===== config.mk =====
export PLATFORM = sky130hd
export DESIGN_NAME = liusr_regs
export DESIGN_NICKNAME = d
export VERILOG_FILES = /design/src/liusr_change_det.v /design/src/liusr_pulse_seq.v /design/src/liusr_regs.v
export VERILOG_INCLUDE_DIRS = /design/src
export SDC_FILE = /design/constraint.sdc
export NUM_CORES = 1
export LEC_CHECK = 0
export BUFFER_PORTS_ARGS = -buffer_cell sky130_fd_sc_hd__buf_2
export CAP_MARGIN = 0
export CORE_UTILIZATION = 50
export DETAILED_ROUTE_END_ITERATION = 12
export MAX_ROUTING_LAYER = met4
export PLACE_DENSITY = 0.8
export SYNTH_ARGS = -nofsm -noshare
export SYNTH_HDL_FRONTEND = slang
export SYNTH_HIERARCHICAL = 1
export SYNTH_SLANG_ARGS = --single-unit

===== constraint.sdc =====
create_clock -name core_clk -period 2.86 [get_ports core_clk]
set_input_delay 0.143 -clock core_clk [delete_from_list [all_inputs] [get_ports core_clk]]
set_output_delay 0.143 -clock core_clk [all_outputs]
set_load 0.1 [all_outputs]

===== src/liusr_map.vh =====
// Address map, field positions, reset values and counts of the
// line-interface status and pulse-segment register bank.
// Assumes a five-bit register address from the serial host port.
`ifndef LIUSR_MAP_VH
`define LIUSR_MAP_VH

// Register addresses
`define LIUSR_ADDR_CHG_STATUS 5'h06
`define LIUSR_ADDR_CABLE_LOSS 5'h07
`define LIUSR_ADDR_SEG_ONE    5'h08
`define LIUSR_ADDR_SEG_TWO    5'h09

// Reset values
`define LIUSR_RST_CHG_STATUS  8'h00
`define LIUSR_RST_CABLE_LOSS  6'h00
`define LIUSR_RST_SEG_ONE     8'h00
`define LIUSR_RST_SEG_TWO     8'h00

// Change-status bit positions
`define LIUSR_BIT_DRV_MON     6
`define LIUSR_BIT_FIFO_LIM    5
`define LIUSR_BIT_CODE_VIOL   4
`define LIUSR_BIT_LOOP_CODE   3
`define LIUSR_BIT_ALL_ONES    2
`define LIUSR_BIT_SIG_LOSS    1
`define LIUSR_BIT_PAT_SYNC    0

// Widths and fields
`define LIUSR_NUM_SRC         7
`define LIUSR_CABLE_W         6
`define LIUSR_AMP_W           7
`define LIUSR_AMP_SIGN        6
`define LIUSR_FIFO_PTR_W      6

// Counts
`define LIUSR_FIFO_LIM_GAP    6'h03
`define LIUSR_LAST_SEG        3'h7

`endif


===== src/liusr_change_det.v =====
// Change detector for the live alarm sources: one latched flag per
// source, set on any transition, cleared by a host read.
// Assumes sources are synchronous to core_clk.
`timescale 1ns/1ps
`include "liusr_map.vh"

module liusr_change_det
(
   // Clock, reset, enable
   input  wire                      core_clk,
   input  wire                      rst,
   input  wire                      ce,
   // Live sources
   input  wire [`LIUSR_NUM_SRC-1:0] srcLevel,
   // Host read of the status register
   input  wire                      clearReq,
   // Latched change flags
   output reg  [`LIUSR_NUM_SRC-1:0] chgFlag_q
);

   reg  [`LIUSR_NUM_SRC-1:0] srcPrev_q;   // Level seen last cycle
   reg                       armed_q;     // Previous level is valid
   wire [`LIUSR_NUM_SRC-1:0] srcEdge;     // Transition this cycle
   wire [`LIUSR_NUM_SRC-1:0] chgFlag_d;   // Next flag value

   // First cycle after reset only samples, so a source that is
   // already asserted does not look like a change
   assign srcEdge = armed_q ? (srcLevel ^ srcPrev_q) : {`LIUSR_NUM_SRC{1'b0}};

   // New edge wins over the read clear
   assign chgFlag_d = srcEdge | (chgFlag_q & {`LIUSR_NUM_SRC{~clearReq}});

   // Flag and history registers
   always @(posedge core_clk)
   begin
      if (rst)
      begin
         srcPrev_q <= {`LIUSR_NUM_SRC{1'b0}};
         armed_q   <= 1'b0;
         chgFlag_q <= {`LIUSR_NUM_SRC{1'b0}};
      end
      else if (ce)
      begin
         srcPrev_q <= srcLevel;
         armed_q   <= 1'b1;
         chgFlag_q <= chgFlag_d;
      end
   end

endmodule


===== src/liusr_pulse_seq.v =====
// Arbitrary transmit pulse sequencer: steps through eight amplitude
// segments that together fill one master clock period.
// Assumes the clock multiplier gives a period-start and a step strobe.
`timescale 1ns/1ps
`include "liusr_map.vh"

module liusr_pulse_seq
(
   // Clock, reset, enable
   input  wire                       core_clk,
   input  wire                       rst,
   input  wire                       ce,
   // Timing strobes
   input  wire                       periodStart,
   input  wire                       segStep,
   // Mode and amplitudes, segment one in the low bits
   input  wire                       arbMode,
   input  wire [8*`LIUSR_AMP_W-1:0]  segAmpAll,
   // Current segment
   output reg  [2:0]                 segIdx_q,
   output reg  [`LIUSR_AMP_W-1:0]    segAmp_q,
   output reg                        segBusy_q
);

   reg  [2:0]              segIdx_d;   // Next segment index
   reg                     segBusy_d;  // Next busy state
   wire [`LIUSR_AMP_W-1:0] segPick;    // Amplitude of next segment

   assign segPick = segAmpAll[segIdx_d*`LIUSR_AMP_W +: `LIUSR_AMP_W];

   // Period start restarts at segment one; last step ends the pulse
   always @*
   begin
      segIdx_d  = segIdx_q;
      segBusy_d = segBusy_q;
      if (periodStart)
      begin
         segIdx_d  = 3'h0;
         segBusy_d = 1'b1;
      end
      else if (segStep && segBusy_q)
      begin
         if (segIdx_q == `LIUSR_LAST_SEG)
            segBusy_d = 1'b0;
         else
            segIdx_d = segIdx_q + 3'h1;
      end
   end

   // Outputs; amplitude zero outside arbitrary mode or between pulses
   always @(posedge core_clk)
   begin
      if (rst)
      begin
         segIdx_q  <= 3'h0;
         segBusy_q <= 1'b0;
         segAmp_q  <= {`LIUSR_AMP_W{1'b0}};
      end
      else if (ce)
      begin
         segIdx_q  <= segIdx_d;
         segBusy_q <= segBusy_d & arbMode;
         segAmp_q  <= (segBusy_d && arbMode) ? segPick : {`LIUSR_AMP_W{1'b0}};
      end
   end

endmodule


===== src/liusr_regs.v =====
// Status and pulse-segment register bank of the line interface unit:
// latched change status, cable loss estimate, segment one and two
// amplitudes, and the arbitrary pulse sequencer they feed.
// Assumes the serial host port decodes frames into a five-bit address
// with one-cycle read and write strobes, all on core_clk.
`timescale 1ns/1ps
`include "liusr_map.vh"

// How it works
// - Driver monitor change sets status bit six
// - FIFO limit change sets status bit five
// - Code violation change sets status bit four
// - Loop code change sets status bit three
// - All-ones change sets status bit two
// - Signal loss change sets status bit one
// - Pattern sync change sets status bit zero
// - Reading status clears it; bit seven zero
// - Six-bit cable loss word at seven
// - Cable loss follows chosen equalizer setting
// - Eight segments fill one master period
// - Amplitude is seven-bit sign and magnitude
// - Segment one amplitude register, resets zero
// - Segment two amplitude register, resets zero
// - Segments shape output only in arbitrary mode
// - Enabled source transition raises the interrupt
module liusr_regs
(
   // Clock, reset, enable
   input  wire                         core_clk,
   input  wire                         rst,
   input  wire                         ce,
   // Host register port
   input  wire [4:0]                   hostAddr,
   input  wire                         hostWr,
   input  wire                         hostRd,
   input  wire [7:0]                   hostWrData,
   output reg  [7:0]                   hostRdData_q,
   output reg                          hostRdValid_q,
   output reg                          hostRdHit_q,
   // Live status sources
   input  wire                         driver_monitor_state,
   input  wire                         code_violation_state,
   input  wire                         loop_code_state,
   input  wire                         all_ones_state,
   input  wire                         signal_loss_state,
   input  wire                         pattern_sync_state,
   // Jitter FIFO pointers
   input  wire [`LIUSR_FIFO_PTR_W-1:0] fifoWrPtr,
   input  wire [`LIUSR_FIFO_PTR_W-1:0] fifoRdPtr,
   // Receive equalizer choice
   input  wire [`LIUSR_CABLE_W-1:0]    eqSetting,
   input  wire                         eqSettingValid,
   // Interrupt enables and request
   input  wire [`LIUSR_NUM_SRC-1:0]    irqEnable,
   output wire                         irqRequest,
   // Pulse shaper
   input  wire                         arbPulseMode,
   input  wire                         periodStart,
   input  wire                         segStep,
   input  wire [6*`LIUSR_AMP_W-1:0]    segRestAmp,
   output wire [2:0]                   segIdx,
   output wire [`LIUSR_AMP_W-1:0]      segAmp,
   output wire                         segActive,
   output reg                          segSign_q,
   output reg  [`LIUSR_AMP_W-2:0]      segMag_q,
   // Segment registers for the shaper
   output wire [`LIUSR_AMP_W-1:0]      segment_one_amplitude,
   output wire [`LIUSR_AMP_W-1:0]      segment_two_amplitude
);

   // FIFO pointers within the limit gap either way round
   function fifo_near;
      input [`LIUSR_FIFO_PTR_W-1:0] wrPtr;
      input [`LIUSR_FIFO_PTR_W-1:0] rdPtr;
      reg   [`LIUSR_FIFO_PTR_W-1:0] gapFwd;
      reg   [`LIUSR_FIFO_PTR_W-1:0] gapBack;
      begin
         gapFwd    = wrPtr - rdPtr;
         gapBack   = rdPtr - wrPtr;
         fifo_near = (gapFwd <= `LIUSR_FIFO_LIM_GAP) ||
                     (gapBack <= `LIUSR_FIFO_LIM_GAP);
      end
   endfunction

   // Address compare shared by read and write decode
   function addr_is;
      input [4:0] addr;
      input [4:0] target;
      begin
         addr_is = (addr == target);
      end
   endfunction

   // Register state
   reg  [`LIUSR_CABLE_W-1:0] cable_attenuation_word_q; // Cable loss
   reg  [7:0]                segOneReg_q;   // Segment one, bit 7 spare
   reg  [7:0]                segTwoReg_q;   // Segment two, bit 7 spare
   reg  [7:0]                rdMux;         // Read data before flop
   reg                       rdHit;         // Address belongs here

   // Decode
   wire selStatus;   // Change-status address
   wire selCable;    // Cable loss address
   wire selSegOne;   // Segment one address
   wire selSegTwo;   // Segment two address
   wire statusRead;  // Host read of change status this cycle
   wire fifoLimit;   // Live FIFO limit condition

   // Change detector wiring
   wire [`LIUSR_NUM_SRC-1:0] srcLevel;  // Live levels by bit position
   wire [`LIUSR_NUM_SRC-1:0] chgFlag;   // Latched change flags

   // Sequencer wiring
   wire [8*`LIUSR_AMP_W-1:0] segAmpAll; // All eight amplitudes

   assign selStatus = addr_is(hostAddr, `LIUSR_ADDR_CHG_STATUS);
   assign selCable  = addr_is(hostAddr, `LIUSR_ADDR_CABLE_LOSS);
   assign selSegOne = addr_is(hostAddr, `LIUSR_ADDR_SEG_ONE);
   assign selSegTwo = addr_is(hostAddr, `LIUSR_ADDR_SEG_TWO);

   // A read only clears when the bank is running
   assign statusRead = hostRd & selStatus & ce;

   // FIFO limit is derived here from the live pointers
   assign fifoLimit = fifo_near(fifoWrPtr, fifoRdPtr);

   // Sources placed at their status bit positions
   assign srcLevel[`LIUSR_BIT_DRV_MON]   = driver_monitor_state;
   assign srcLevel[`LIUSR_BIT_FIFO_LIM]  = fifoLimit;
   assign srcLevel[`LIUSR_BIT_CODE_VIOL] = code_violation_state;
   assign srcLevel[`LIUSR_BIT_LOOP_CODE] = loop_code_state;
   assign srcLevel[`LIUSR_BIT_ALL_ONES]  = all_ones_state;
   assign srcLevel[`LIUSR_BIT_SIG_LOSS]  = signal_loss_state;
   assign srcLevel[`LIUSR_BIT_PAT_SYNC]  = pattern_sync_state;

   // Latched change flags; an edge in the read cycle survives the
   // clear, so no transition is lost between two host polls
   liusr_change_det changeDet
   (
      .core_clk  (core_clk),
      .rst       (rst),
      .ce        (ce),
      .srcLevel  (srcLevel),
      .clearReq  (statusRead),
      .chgFlag_q (chgFlag)
   );

   // Interrupt on any enabled latched transition; stays up until
   // the host reads the status register
   assign irqRequest = |(chgFlag & irqEnable);

   // Cable loss word tracks the equalizer whenever it settles
   always @(posedge core_clk)
   begin
      if (rst)
         cable_attenuation_word_q <=
            `LIUSR_RST_CABLE_LOSS;
      else if (ce && eqSettingValid)
         cable_attenuation_word_q <= eqSetting;
   end

   // Segment amplitude registers, host writable
   always @(posedge core_clk)
   begin
      if (rst)
      begin
         segOneReg_q <= `LIUSR_RST_SEG_ONE;
         segTwoReg_q <= `LIUSR_RST_SEG_TWO;
      end
      else if (ce && hostWr)
      begin
         // Spare top bit is stored too, so it reads back
         if (selSegOne)
            segOneReg_q <= hostWrData;
         if (selSegTwo)
            segTwoReg_q <= hostWrData;
      end
   end

   assign segment_one_amplitude = segOneReg_q[`LIUSR_AMP_W-1:0];
   assign segment_two_amplitude = segTwoReg_q[`LIUSR_AMP_W-1:0];

   // Read multiplexer; unused status and cable bits and foreign addresses give zero, spare segment bits read back
   always @*
   begin
      rdMux = 8'h00;
      rdHit = 1'b1;
      case (1'b1)
         selStatus:
            rdMux = {1'b0, chgFlag};
         selCable:
            rdMux = {2'b00, cable_attenuation_word_q};
         selSegOne:
            rdMux = segOneReg_q;
         selSegTwo:
            rdMux = segTwoReg_q;
         default:
            rdHit = 1'b0;
      endcase
   end

   // Registered read answer, one cycle after the strobe; the data
   // returned is the flag value before the clear of that same read
   always @(posedge core_clk)
   begin
      if (rst)
      begin
         hostRdData_q  <= 8'h00;
         hostRdValid_q <= 1'b0;
         hostRdHit_q   <= 1'b0;
      end
      else if (ce)
      begin
         hostRdValid_q <= hostRd;
         hostRdHit_q   <= hostRd & rdHit;
         if (hostRd)
            hostRdData_q <= rdMux;
      end
   end

   // Segments three to eight come from the neighbouring bank
   assign segAmpAll = {segRestAmp,
                       segment_two_amplitude,
                       segment_one_amplitude};

   // Eight-step sequencer over one master clock period
   liusr_pulse_seq pulseSeq
   (
      .core_clk    (core_clk),
      .rst         (rst),
      .ce          (ce),
      .periodStart (periodStart),
      .segStep     (segStep),
      .arbMode     (arbPulseMode),
      .segAmpAll   (segAmpAll),
      .segIdx_q    (segIdx),
      .segAmp_q    (segAmp),
      .segBusy_q   (segActive)
   );

   // Sign and magnitude split of the live amplitude for the DAC;
   // one cycle behind segAmp, gated by the mode a second time so a
   // mode drop mid-pulse silences the driver at once
   always @(posedge core_clk)
   begin
      if (rst)
      begin
         segSign_q <= 1'b0;
         segMag_q  <= {(`LIUSR_AMP_W-1){1'b0}};
      end
      else if (ce)
      begin
         if (arbPulseMode)
         begin
            segSign_q <= segAmp[`LIUSR_AMP_SIGN];
            segMag_q  <= segAmp[`LIUSR_AMP_SIGN-1:0];
         end
         else
         begin
            segSign_q <= 1'b0;
            segMag_q  <= {(`LIUSR_AMP_W-1){1'b0}};
         end
      end
   end

endmodule


# Yosys cells after proc, flatten, opt, wreduce, memory -nomap -nowiden
# Index checks and enable logic that the tools add are counted.
# W data, S select, Z words.
# totals
reg_bits	65
input_bits	95
out_inout_bits	43
# op_classes
addsub	3
multipliers	1
order_cmp	2
eq_ne	5
shift	1
muxes	18
bitwise	9
reduce_logical	9
# ops
cell	n
$shiftx A56 B7 Y7	1
$mux W8	4
$and A7 B7 Y7	2
$mux W7	2
$le A6 B2 Y1 const B	2
$sub A6 B6 Y6	2
$eq A5 B3 Y1 const B	2
$eq A5 B4 Y1 const B	2
$mux W3	3
$mux W1	8
$or A7 B7 Y7	1
$reduce_or A7 Y1	1
$xor A7 B7 Y7	1
$mul A3 B3 Y6 const B	1
$mux W6	1
$reduce_and A2 Y1	3
$and A1 B1 Y1	4
$logic_and A1 B1 Y1	4
$add A3 B1 Y3 const B	1
$eq A3 B3 Y1 const B	1
$logic_or A1 B1 Y1	1
$not A1 Y1	1

# Logic depth before layout (Yosys ltp)
# Gate-level depths: netlist of the first run.
# depth
word_depth	7
ltp_mapped	11

# Hierarchy
# Netlist of the first run, hierarchy kept.
# modules_own_cells
module	n_inst	cells_per_inst	area_each_um2	seq_area_each_um2
liusr_regs	1	268	2284.7	780.7
liusr_pulse_seq	1	118	967.2	220.2
liusr_change_det	1	49	571.8	300.3

# Least setup slack after synthesis of the first run
# OpenSTA, ideal clock, no wires.
# synth_path
kind	reg-to-reg
from	register pulseSeq.segIdx_q[0]
to	register pulseSeq.segAmp_q[3]
arrival_time_ps	2569
required_ps	2743
path_slack_ps	173
stages_incl_launch_ff	8
path_buffers	1
period_less_slack_ps	2687
cell_sequence	dfxtp_1 -> ha_1 -> and2_4 -> nor2_4 -> mux2_4 -> buf_6 -> mux4_2 -> a32o_1
# synth_via
elab_chain_len	7
# synth_rtl
element	line	rtl
start: declaration	liusr_pulse_seq.v:20	output reg [2:0] segIdx_q,
start signal: assignment	liusr_pulse_seq.v:61	segIdx_q <= segIdx_d;
$add A3 B1 Y3 or $eq A3 B3 Y1 (tied branches)	-	
$mux W3	liusr_pulse_seq.v:43	if (segIdx_q == `LIUSR_LAST_SEG)
$mux W3	liusr_pulse_seq.v:41	else if (segStep && segBusy_q)
$mux W3	liusr_pulse_seq.v:36	if (periodStart)
$mul A3 B3 Y6 (no line)	-	
$shiftx A56 B7 Y7	liusr_pulse_seq.v:29	assign segPick = segAmpAll[segIdx_d*`LIUSR_AMP_W +: `LIUSR_AMP_W];
$mux W7 *	liusr_pulse_seq.v:63	segAmp_q <= (segBusy_d && arbMode) ? segPick : {`LIUSR_AMP_W{1'b0}};
end signal: assignment	liusr_pulse_seq.v:57	segAmp_q <= {`LIUSR_AMP_W{1'b0}};
end signal: assignment	liusr_pulse_seq.v:63	
end: declaration	liusr_pulse_seq.v:21	output reg [`LIUSR_AMP_W-1:0] segAmp_q,
# Mark *: on every way between the ends. The rest lies on a longest branch, timed or not.
# A chain may end at the register's enable or synchronous reset.

# Final worst setup path of the first run
# Same ends and word-level chain as after synthesis.

==> results.tsv, run 1 <==
stage	metric	value	unit
die	die_area	8001	um^2
logic_synthesis	yosysWarnings	6	
finish	drive_gt1_share	31.83	%
sta	worst_slack	0.6551	ns
finish	final_core_util	63.34	%
sta	fin_crit_sh	77.09	%
placed_design	portBuffers	137	
finish	diodes	0	
placed_design	preCtsSetupSlack	0.6994	ns
detailed_routing	drt-initial-drc-count	152	
setup_path	cp.required	3.09	ns
logic_synthesis	synth_cell_types	57	
global_routing	grt_max_degree	46	
setup_path	reg2reg_depth	6	
logic_synthesis	syn_inst	435	
global_routing	grt_overflow	0	
setup_path	timing.rr.start	pulseSeq/segIdx_q[0]	
cts	cts_setup_buffers	0	
detailed_routing	num_vias	3633	
setup_path	slowest_delay	0.48	ns
pwr	ir_worst_vdd	0.0002299	V
detailed_routing	remaining_drc_errors	0	
logic_synthesis	ys_seq_area_share	34.03	%
finish	postLayoutCellArea	4643	um^2
sta	grt_setup_unrepaired	no	
hold_path	hold_class	in -> reg	
cts	clkLatencyLatePin	0.33	ns
global_routing	grt.busiest_layer	met2	
cts	clk_pin_slew_worst_paths	0.07	ns
logic_synthesis	syn_nets	543	
sta	fin_crit	2.205	ns
die	std_cell_rows	31	
setup_path	cp-endpoint	pulseSeq/segAmp_q[3]	
cts	cts_resized	0	
cts	clockBufferDepth	2	
global_routing	gr-usage-met3	4.155	%
setup_path	path_class	reg -> reg	
sta	slew_viol_final	0	
pwr	leakagePower	2.072	nW
setup_path	rr_endpoint	pulseSeq/segAmp_q[3]	
logic_synthesis	syn_avg_cell_area	8.790	um^2
sta	fin_tns_setup	0	ns
finish	layout.nets	656	
finish	final_common_cell	buf_2	
pwr	power_density	457.6	nW/um^2
status	status	finished, final reports clean	
finish	fillerInstances	642	
sta	hold_viol	0	
hold_path	hold_depth	3	
sta	skew	0.006465	ns
sta	tightest_slew	0.6629	ns
die	io_pins	138	
cts	cts-root-buf	clkbuf_8	
setup_path	critPathLaunch	pulseSeq/segIdx_q[0]	
global_routing	grt_pass1_vias	3269	
setup_path	startpoint_type	flop	
cts	ctsHoldBuffers	0	
detailed_routing	wl_per_cell	15.25	um
setup_path	worstPathMaxFanout	7	
cts	h-tree-depth	3	
detailed_routing	viasPerCell	5.572	
logic_synthesis	synth_top_flop_cell	dfxtp_1	
detailed_routing	drt_pre_antenna_iters	5	
setup_path	r2r_slack	0.66	ns
cts	cts_tree	built	
sta	max_freq	0.4535	GHz
sta	setup_violations	0	
setup_path	worst_setup_path_end_kind	flop	
setup_path	critical_path_arrival	2.43	ns
finish	layout_common_cells	buf_2, dfxtp_1, nand2_1	
detailed_routing	ant_nets	0	
setup_path	slowest_stage	or3b_2	
logic_synthesis	synth_area	3824	um^2
placed_design	gp_congestion	0.8806	
global_routing	antenna_found_initial	0	
global_routing	grt_pass1_wl	15510	um
cts	cts_buffers	9	
logic_synthesis	postSynth.asyncResetShare	0	%
detailed_routing	routed_wl	9946	um
flow_run	cap_violations	0	
logic_synthesis	synth_edf_count	0	
die	die_w	89.45	um
die	start_util	52.16	%
global_routing	grt_usage	26.23	%
die	core-area	7331	um^2
global_routing	use_met1	32.73	%
setup_path	crit_chain	ha_1 > and2_4 > or3b_2 > a31oi_1 > o21ai_0 > a32o_1	
global_routing	grt_use_met2	43.10	%
finish	area_growth	21.43	%
placed_design	dpl_cell_area	4423	um^2
die	die_h	89.45	um
cts	clkSinkCount	65	
sta	slew_headroom	54.54	%
placed_design	dp.final_hpwl	7766	um
logic_synthesis	ys_seq_elements	65	
-- per-layer routing --
layer | routed length [um] | part of all wire [%] | vias up
li1 | - | - | 1771
met1 | 4362 | 44 | 1690
met2 | 4818 | 48 | 159
met3 | 607 | 6.1 | 13
met4 | 157 | 1.6 | 0
met5 | 0 | 0 | -
-- state kept, by name, indices dropped and copies added (netlist names) --
| signal | count |
|---|---|
| pulseSeq/segIdx_q | 3 |
| cable_attenuation_word_q | 6 |
| changeDet/armed_q | 1 |
| segSign_q | 1 |
| hostRdValid_q | 1 |
| hostRdHit_q | 1 |
| changeDet/chgFlag_q | 7 |
| segOneReg_q | 8 |
| segTwoReg_q | 8 |
| segMag_q | 6 |
| pulseSeq/segAmp_q | 7 |
| changeDet/srcPrev_q | 7 |
| pulseSeq/segBusy_q | 1 |
| hostRdData_q | 8 |
-- worst min path at each step --
stage / start / end
5_1_grt: hostWrData[5] / segOneReg_q[5]
4_1_cts: hostWrData[4] / segTwoReg_q[4]
3_3_place_gp: hostWrData[2] / segTwoReg_q[2]
3_5_place_dp: hostWrData[5] / segTwoReg_q[5]
2_1_floorplan: rst / pulseSeq/segBusy_q
6_report: hostWrData[1] / segTwoReg_q[1]
-- metrics by stage --
step,hold WS (ns),instances,power (W)
floorplan,0.2121,435,0.001169
detailed placement,0.4020,636,0.001283
finish,0.05280,652,0.002125
global placement,0.3879,636,0.001273
CTS,0.04916,652,0.002136
global route,0.05695,652,0.002214
-- layout make-up --
| cell class | count | area, um^2 | area share, % |
|---|---|---|---|
| multi-input cells | 318 | 2237 | 48.18 |
| flip-flops and latches | 65 | 1301 | 28.02 |
| repair buffers | 140 | 708.2 | 15.25 |
| clock buffers | 11 | 141.4 | 3.045 |
| well taps | 99 | 123.9 | 2.668 |
| clock inverters | 5 | 78.83 | 1.698 |
| inverters | 14 | 52.55 | 1.132 |
-- synth_stat cells, types with 3 or more instances --
cell	number	share of area, %
dfxtp_1	65	34
nand2_1	56	5.5
nor2_1	42	4.1
a21oi_1	27	3.5
mux2i_1	27	7.1
buf_4	16	3.1
nand3_1	14	1.8
nand4_1	14	2.3
inv_1	13	1.3
o2bb2ai_1	13	3.0
clkbuf_1	11	1.1
ha_1	11	3.6
nor2b_1	10	1.6
o211ai_1	10	2.0
o21ai_0	10	1.3
xnor2_1	10	2.3
a31oi_1	8	1.3
a32o_1	8	2.1
buf_2	6	0.79
mux4_1	5	3.4
nand2b_1	4	0.65
and2_1	3	0.49
buf_6	3	0.88
xor2_1	3	0.69
-- where the power goes --
group	switching [W]	total (W)	internal, W
registers	0.0000153	0.000940	0.000925
logic	0.000191	0.000324	0.000133
clock network	0.000347	0.000861	0.000514
total	0.000553	0.00212	0.00157
-- logic make-up after synthesis --
logic type	synth area share, %
mux	12.66
flops	34.03
compound gates	16.13
buf+inv	7.461
simple gates	22.09
fa+ha+maj	4.647
xor+xnor	2.978
-- critical path: cells and delay by family (launching register included) --
kind,cells,cell delay [ns]
AO/OA/AOI/OAI,3,0.86
AND/OR/NAND/NOR,2,0.66
adder cells (fa/ha/maj),1,0.23
flip-flops,1,0.35
Note: power is estimated with default switching activity, not from simulation.
==> run 2, diff against run 1 <==
--- a/config.mk
+++ b/config.mk
@@ -6,12 +6,13 @@
 export SDC_FILE = /design/constraint.sdc
 export NUM_CORES = 1
 export LEC_CHECK = 0
+export ABC_AREA = 1
 export BUFFER_PORTS_ARGS = -buffer_cell sky130_fd_sc_hd__buf_2
 export CAP_MARGIN = 0
 export CORE_UTILIZATION = 50
 export DETAILED_ROUTE_END_ITERATION = 12
 export MAX_ROUTING_LAYER = met4
-export PLACE_DENSITY = 0.8
+export PLACE_DENSITY = 0.78
 export SYNTH_ARGS = -nofsm -noshare
 export SYNTH_HDL_FRONTEND = slang
 export SYNTH_HIERARCHICAL = 1
==> constraint.sdc (replaced) <==
create_clock -name core_clk -period 2.3 [get_ports core_clk]
set_input_delay 0.115 -clock core_clk [delete_from_list [all_inputs] [get_ports core_clk]]
set_output_delay 0.115 -clock core_clk [all_outputs]
set_load 0.1 [all_outputs]
==> results.tsv, run 2 <==
stage	metric	value	unit
sta	fin_crit	1.985	ns
logic_synthesis	synth_top_flop_cell	dfxtp_1	
finish	drive_gt1_share	26.85	%
logic_synthesis	postSynth.asyncResetShare	0	%
logic_synthesis	synthTopCellsByCount	nand2_1, inv_1, nand3_1	
placed_design	dp.final_hpwl	8858	um
status	status	finished, final reports clean	
die	start_util	51.61	%
cts	clkLatencyLatePin	0.35	ns
sta	slew_headroom	62.72	%
die	std_cell_rows	34	
setup_path	worstPathMaxFanout	29	
pwr	switchingPower	0.0008875	W
logic_synthesis	synth_cell_types	36	
die	die_h	96.65	um
detailed_routing	drt_pre_antenna_iters	4	
cts	clockBufferDepth	2	
pwr	pwr-share-clk	35.7	%
global_routing	grt_pass1_vias	4237	
cts	h-tree-depth	3	
logic_synthesis	synth_most_common_cell	nand2_1	
logic_synthesis	synthTopCellsByArea	dfxtp_1, nand3_1, nand2_1	
finish	reg_top3	hostRdData_q x8, segOneReg_q x8, segTwoReg_q x8	
sta	skew	0.01327	ns
detailed_routing	remaining_drc_errors	0	
placed_design	preCtsSetupSlack	0.3778	ns
hold_path	hold_class	in -> reg	
logic_synthesis	yosysWarnings	6	
setup_path	startpoint_type	flop	
sta	grt_setup_unrepaired	no	
global_routing	grt_pass1_wl	19350	um
logic_synthesis	syn_inst	667	
cts	clk_pin_slew_worst_paths	0.08	ns
pwr	total_power	0.002775	W
finish	area_growth	17.09	%
global_routing	grt_max_degree	42	
sta	worst_slack	0.3145	ns
detailed_routing	drt-initial-drc-count	168	
logic_synthesis	yosysTopAreaCellShare	29.05	%
die	io_pins	138	
logic_synthesis	syn_nets	775	
sta	setup_violations	0	
detailed_routing	num_vias	4683	
finish	final_common_cell	buf_2	
sta	hold_viol	0	
flow_run	cap_violations	0	
logic_synthesis	synth_edf_count	0	
pwr	combinationalPowerShare	21.5	%
detailed_routing	viasPerCell	5.256	
logic_synthesis	ys_seq_elements	65	
global_routing	antenna_found_initial	0	
sta	fin_tns_setup	0	ns
cts	clkSinkCount	65	
placed_design	portBuffers	137	
sta	slew_viol_final	0	
pwr	leakagePower	2.723	nW
setup_path	worst_setup_path_end_kind	flop	
setup_path	cp.required	2.58	ns
pwr	power_density	529.1	nW/um^2
die	core-area	8678	um^2
cts	cts-root-buf	clkbuf_8	
setup_path	r2r_slack	0.31	ns
logic_synthesis	yosys.area.top_type	dfxtp_1	
detailed_routing	ant_nets	0	
die	die_w	96.65	um
finish	layout_common_cells	buf_2, nand2_1, inv_1	
setup_path	critical_path_arrival	2.27	ns
cts	cts_setup_buffers	0	
sta	max_freq	0.5037	GHz
global_routing	grt_overflow	0	
cts	cts_resized	0	
setup_path	path_class	reg -> reg	
logic_synthesis	syn_avg_cell_area	6.716	um^2
die	die_area	9341	um^2
sta	fin_crit_sh	86.33	%
logic_synthesis	synth_area	4479	um^2
detailed_routing	routed_wl	11720	um
detailed_routing	wl_per_cell	13.16	um
finish	layout.nets	885	
pwr	pwr-share-seq	42.8	%
global_routing	grt_usage	25.71	%
cts	ctsHoldBuffers	1	
placed_design	gp_congestion	0.8771	
cts	cts_buffers	9	
sta	tightest_slew	0.5586	ns
logic_synthesis	ys_seq_area_share	29.05	%
cts	cts_tree	built	
pwr	intPower	0.001887	W
pwr	switching_share	31.98	%
pwr	ir_worst_vdd	0.0002662	V
-- run 2: cell types whose count changed after synthesis, sizes merged, moves of 16 or more --
cell / change
inv: +108
nand3: +86
nand2: +80
nand4: +32
a21oi: +28
mux2i: -27
o21ai: +16
-- run 2: through the flow --
stage	hold WS, ns	util [%]	cells	area, um^2
global placement	0.3634	57.93	873	5027
global route	0.02650	60.41	890	5243
CTS	0.008535	60.41	890	5243
floorplan	0.1880	-	667	4482
detailed placement	0.3675	57.93	873	5027
finish	0.01012	60.44	891	5245
-- run 2: layout make-up --
class / instances / area (um^2)
Tap cell: 108 / 135.1
Clock inverter: 6 / 67.56
Fill cell: 860 / 3433
Clock buffer: 10 / 137.6
Timing Repair Buffer: 145 / 748.2
Antenna cell: 1 / 2.502
Inverter: 125 / 479.2
Sequential cell: 65 / 1304
Multi-Input combinational cell: 431 / 2371
-- run 2: critical path, cell delays in order, from the launching register on --
cell and delay, ns:
dfxtp_2 0.34, ha_1 0.23, nand2_2 0.13, nand2_4 0.08
nand2_2 0.07, nand3_2 0.43, nand2_1 0.19, nand3_1 0.09
nand3_1 0.12, nand3_1 0.09, a21oi_1 0.14
-- run 2: power by group through the flow --
stage	Clock, W	Sequential (W)	Combinational (W)
final	0.000989	0.00119	0.000597
after global routing	0.00104	0.00119	0.000662
after CTS	0.00101	0.00119	0.000596
after detailed placement	0	0.00121	0.000592
after global placement	0	0.00121	0.000577
after floorplan	0	0.00126	0.000377
-- run 2: cell families after synthesis --
logic type                 synth area share (%)
AOI/OAI and AO/OA                         12.96
adders and majority gates                 3.966
buffers and inverters                     18.02
DFF                                       29.05
and+or+nand+nor                           35.42
xor gates and xnor gates                 0.5867
-- run 2: path summary, 6_finish.rpt --
path,endpoint,cells past startpoint,startpoint
max,pulseSeq/segAmp_q[0],10,pulseSeq/segIdx_q[0]
min,segTwoReg_q[5],3,hostWrData[5]
max reg2reg,pulseSeq/segAmp_q[0],10,pulseSeq/segIdx_q[0]
min reg2reg,segMag_q[4],2,segMag_q[4]
-- run 2: metal layers --
layer | up-vias | GRT usage [%] | part of all wire (%)
li1 | 2373 | - | -
met1 | 2135 | 32.34 | 45
met2 | 159 | 42.63 | 48
met3 | 16 | 3.179 | 4.9
met4 | 0 | 8.840 | 2.0
met5 | - | - | 0
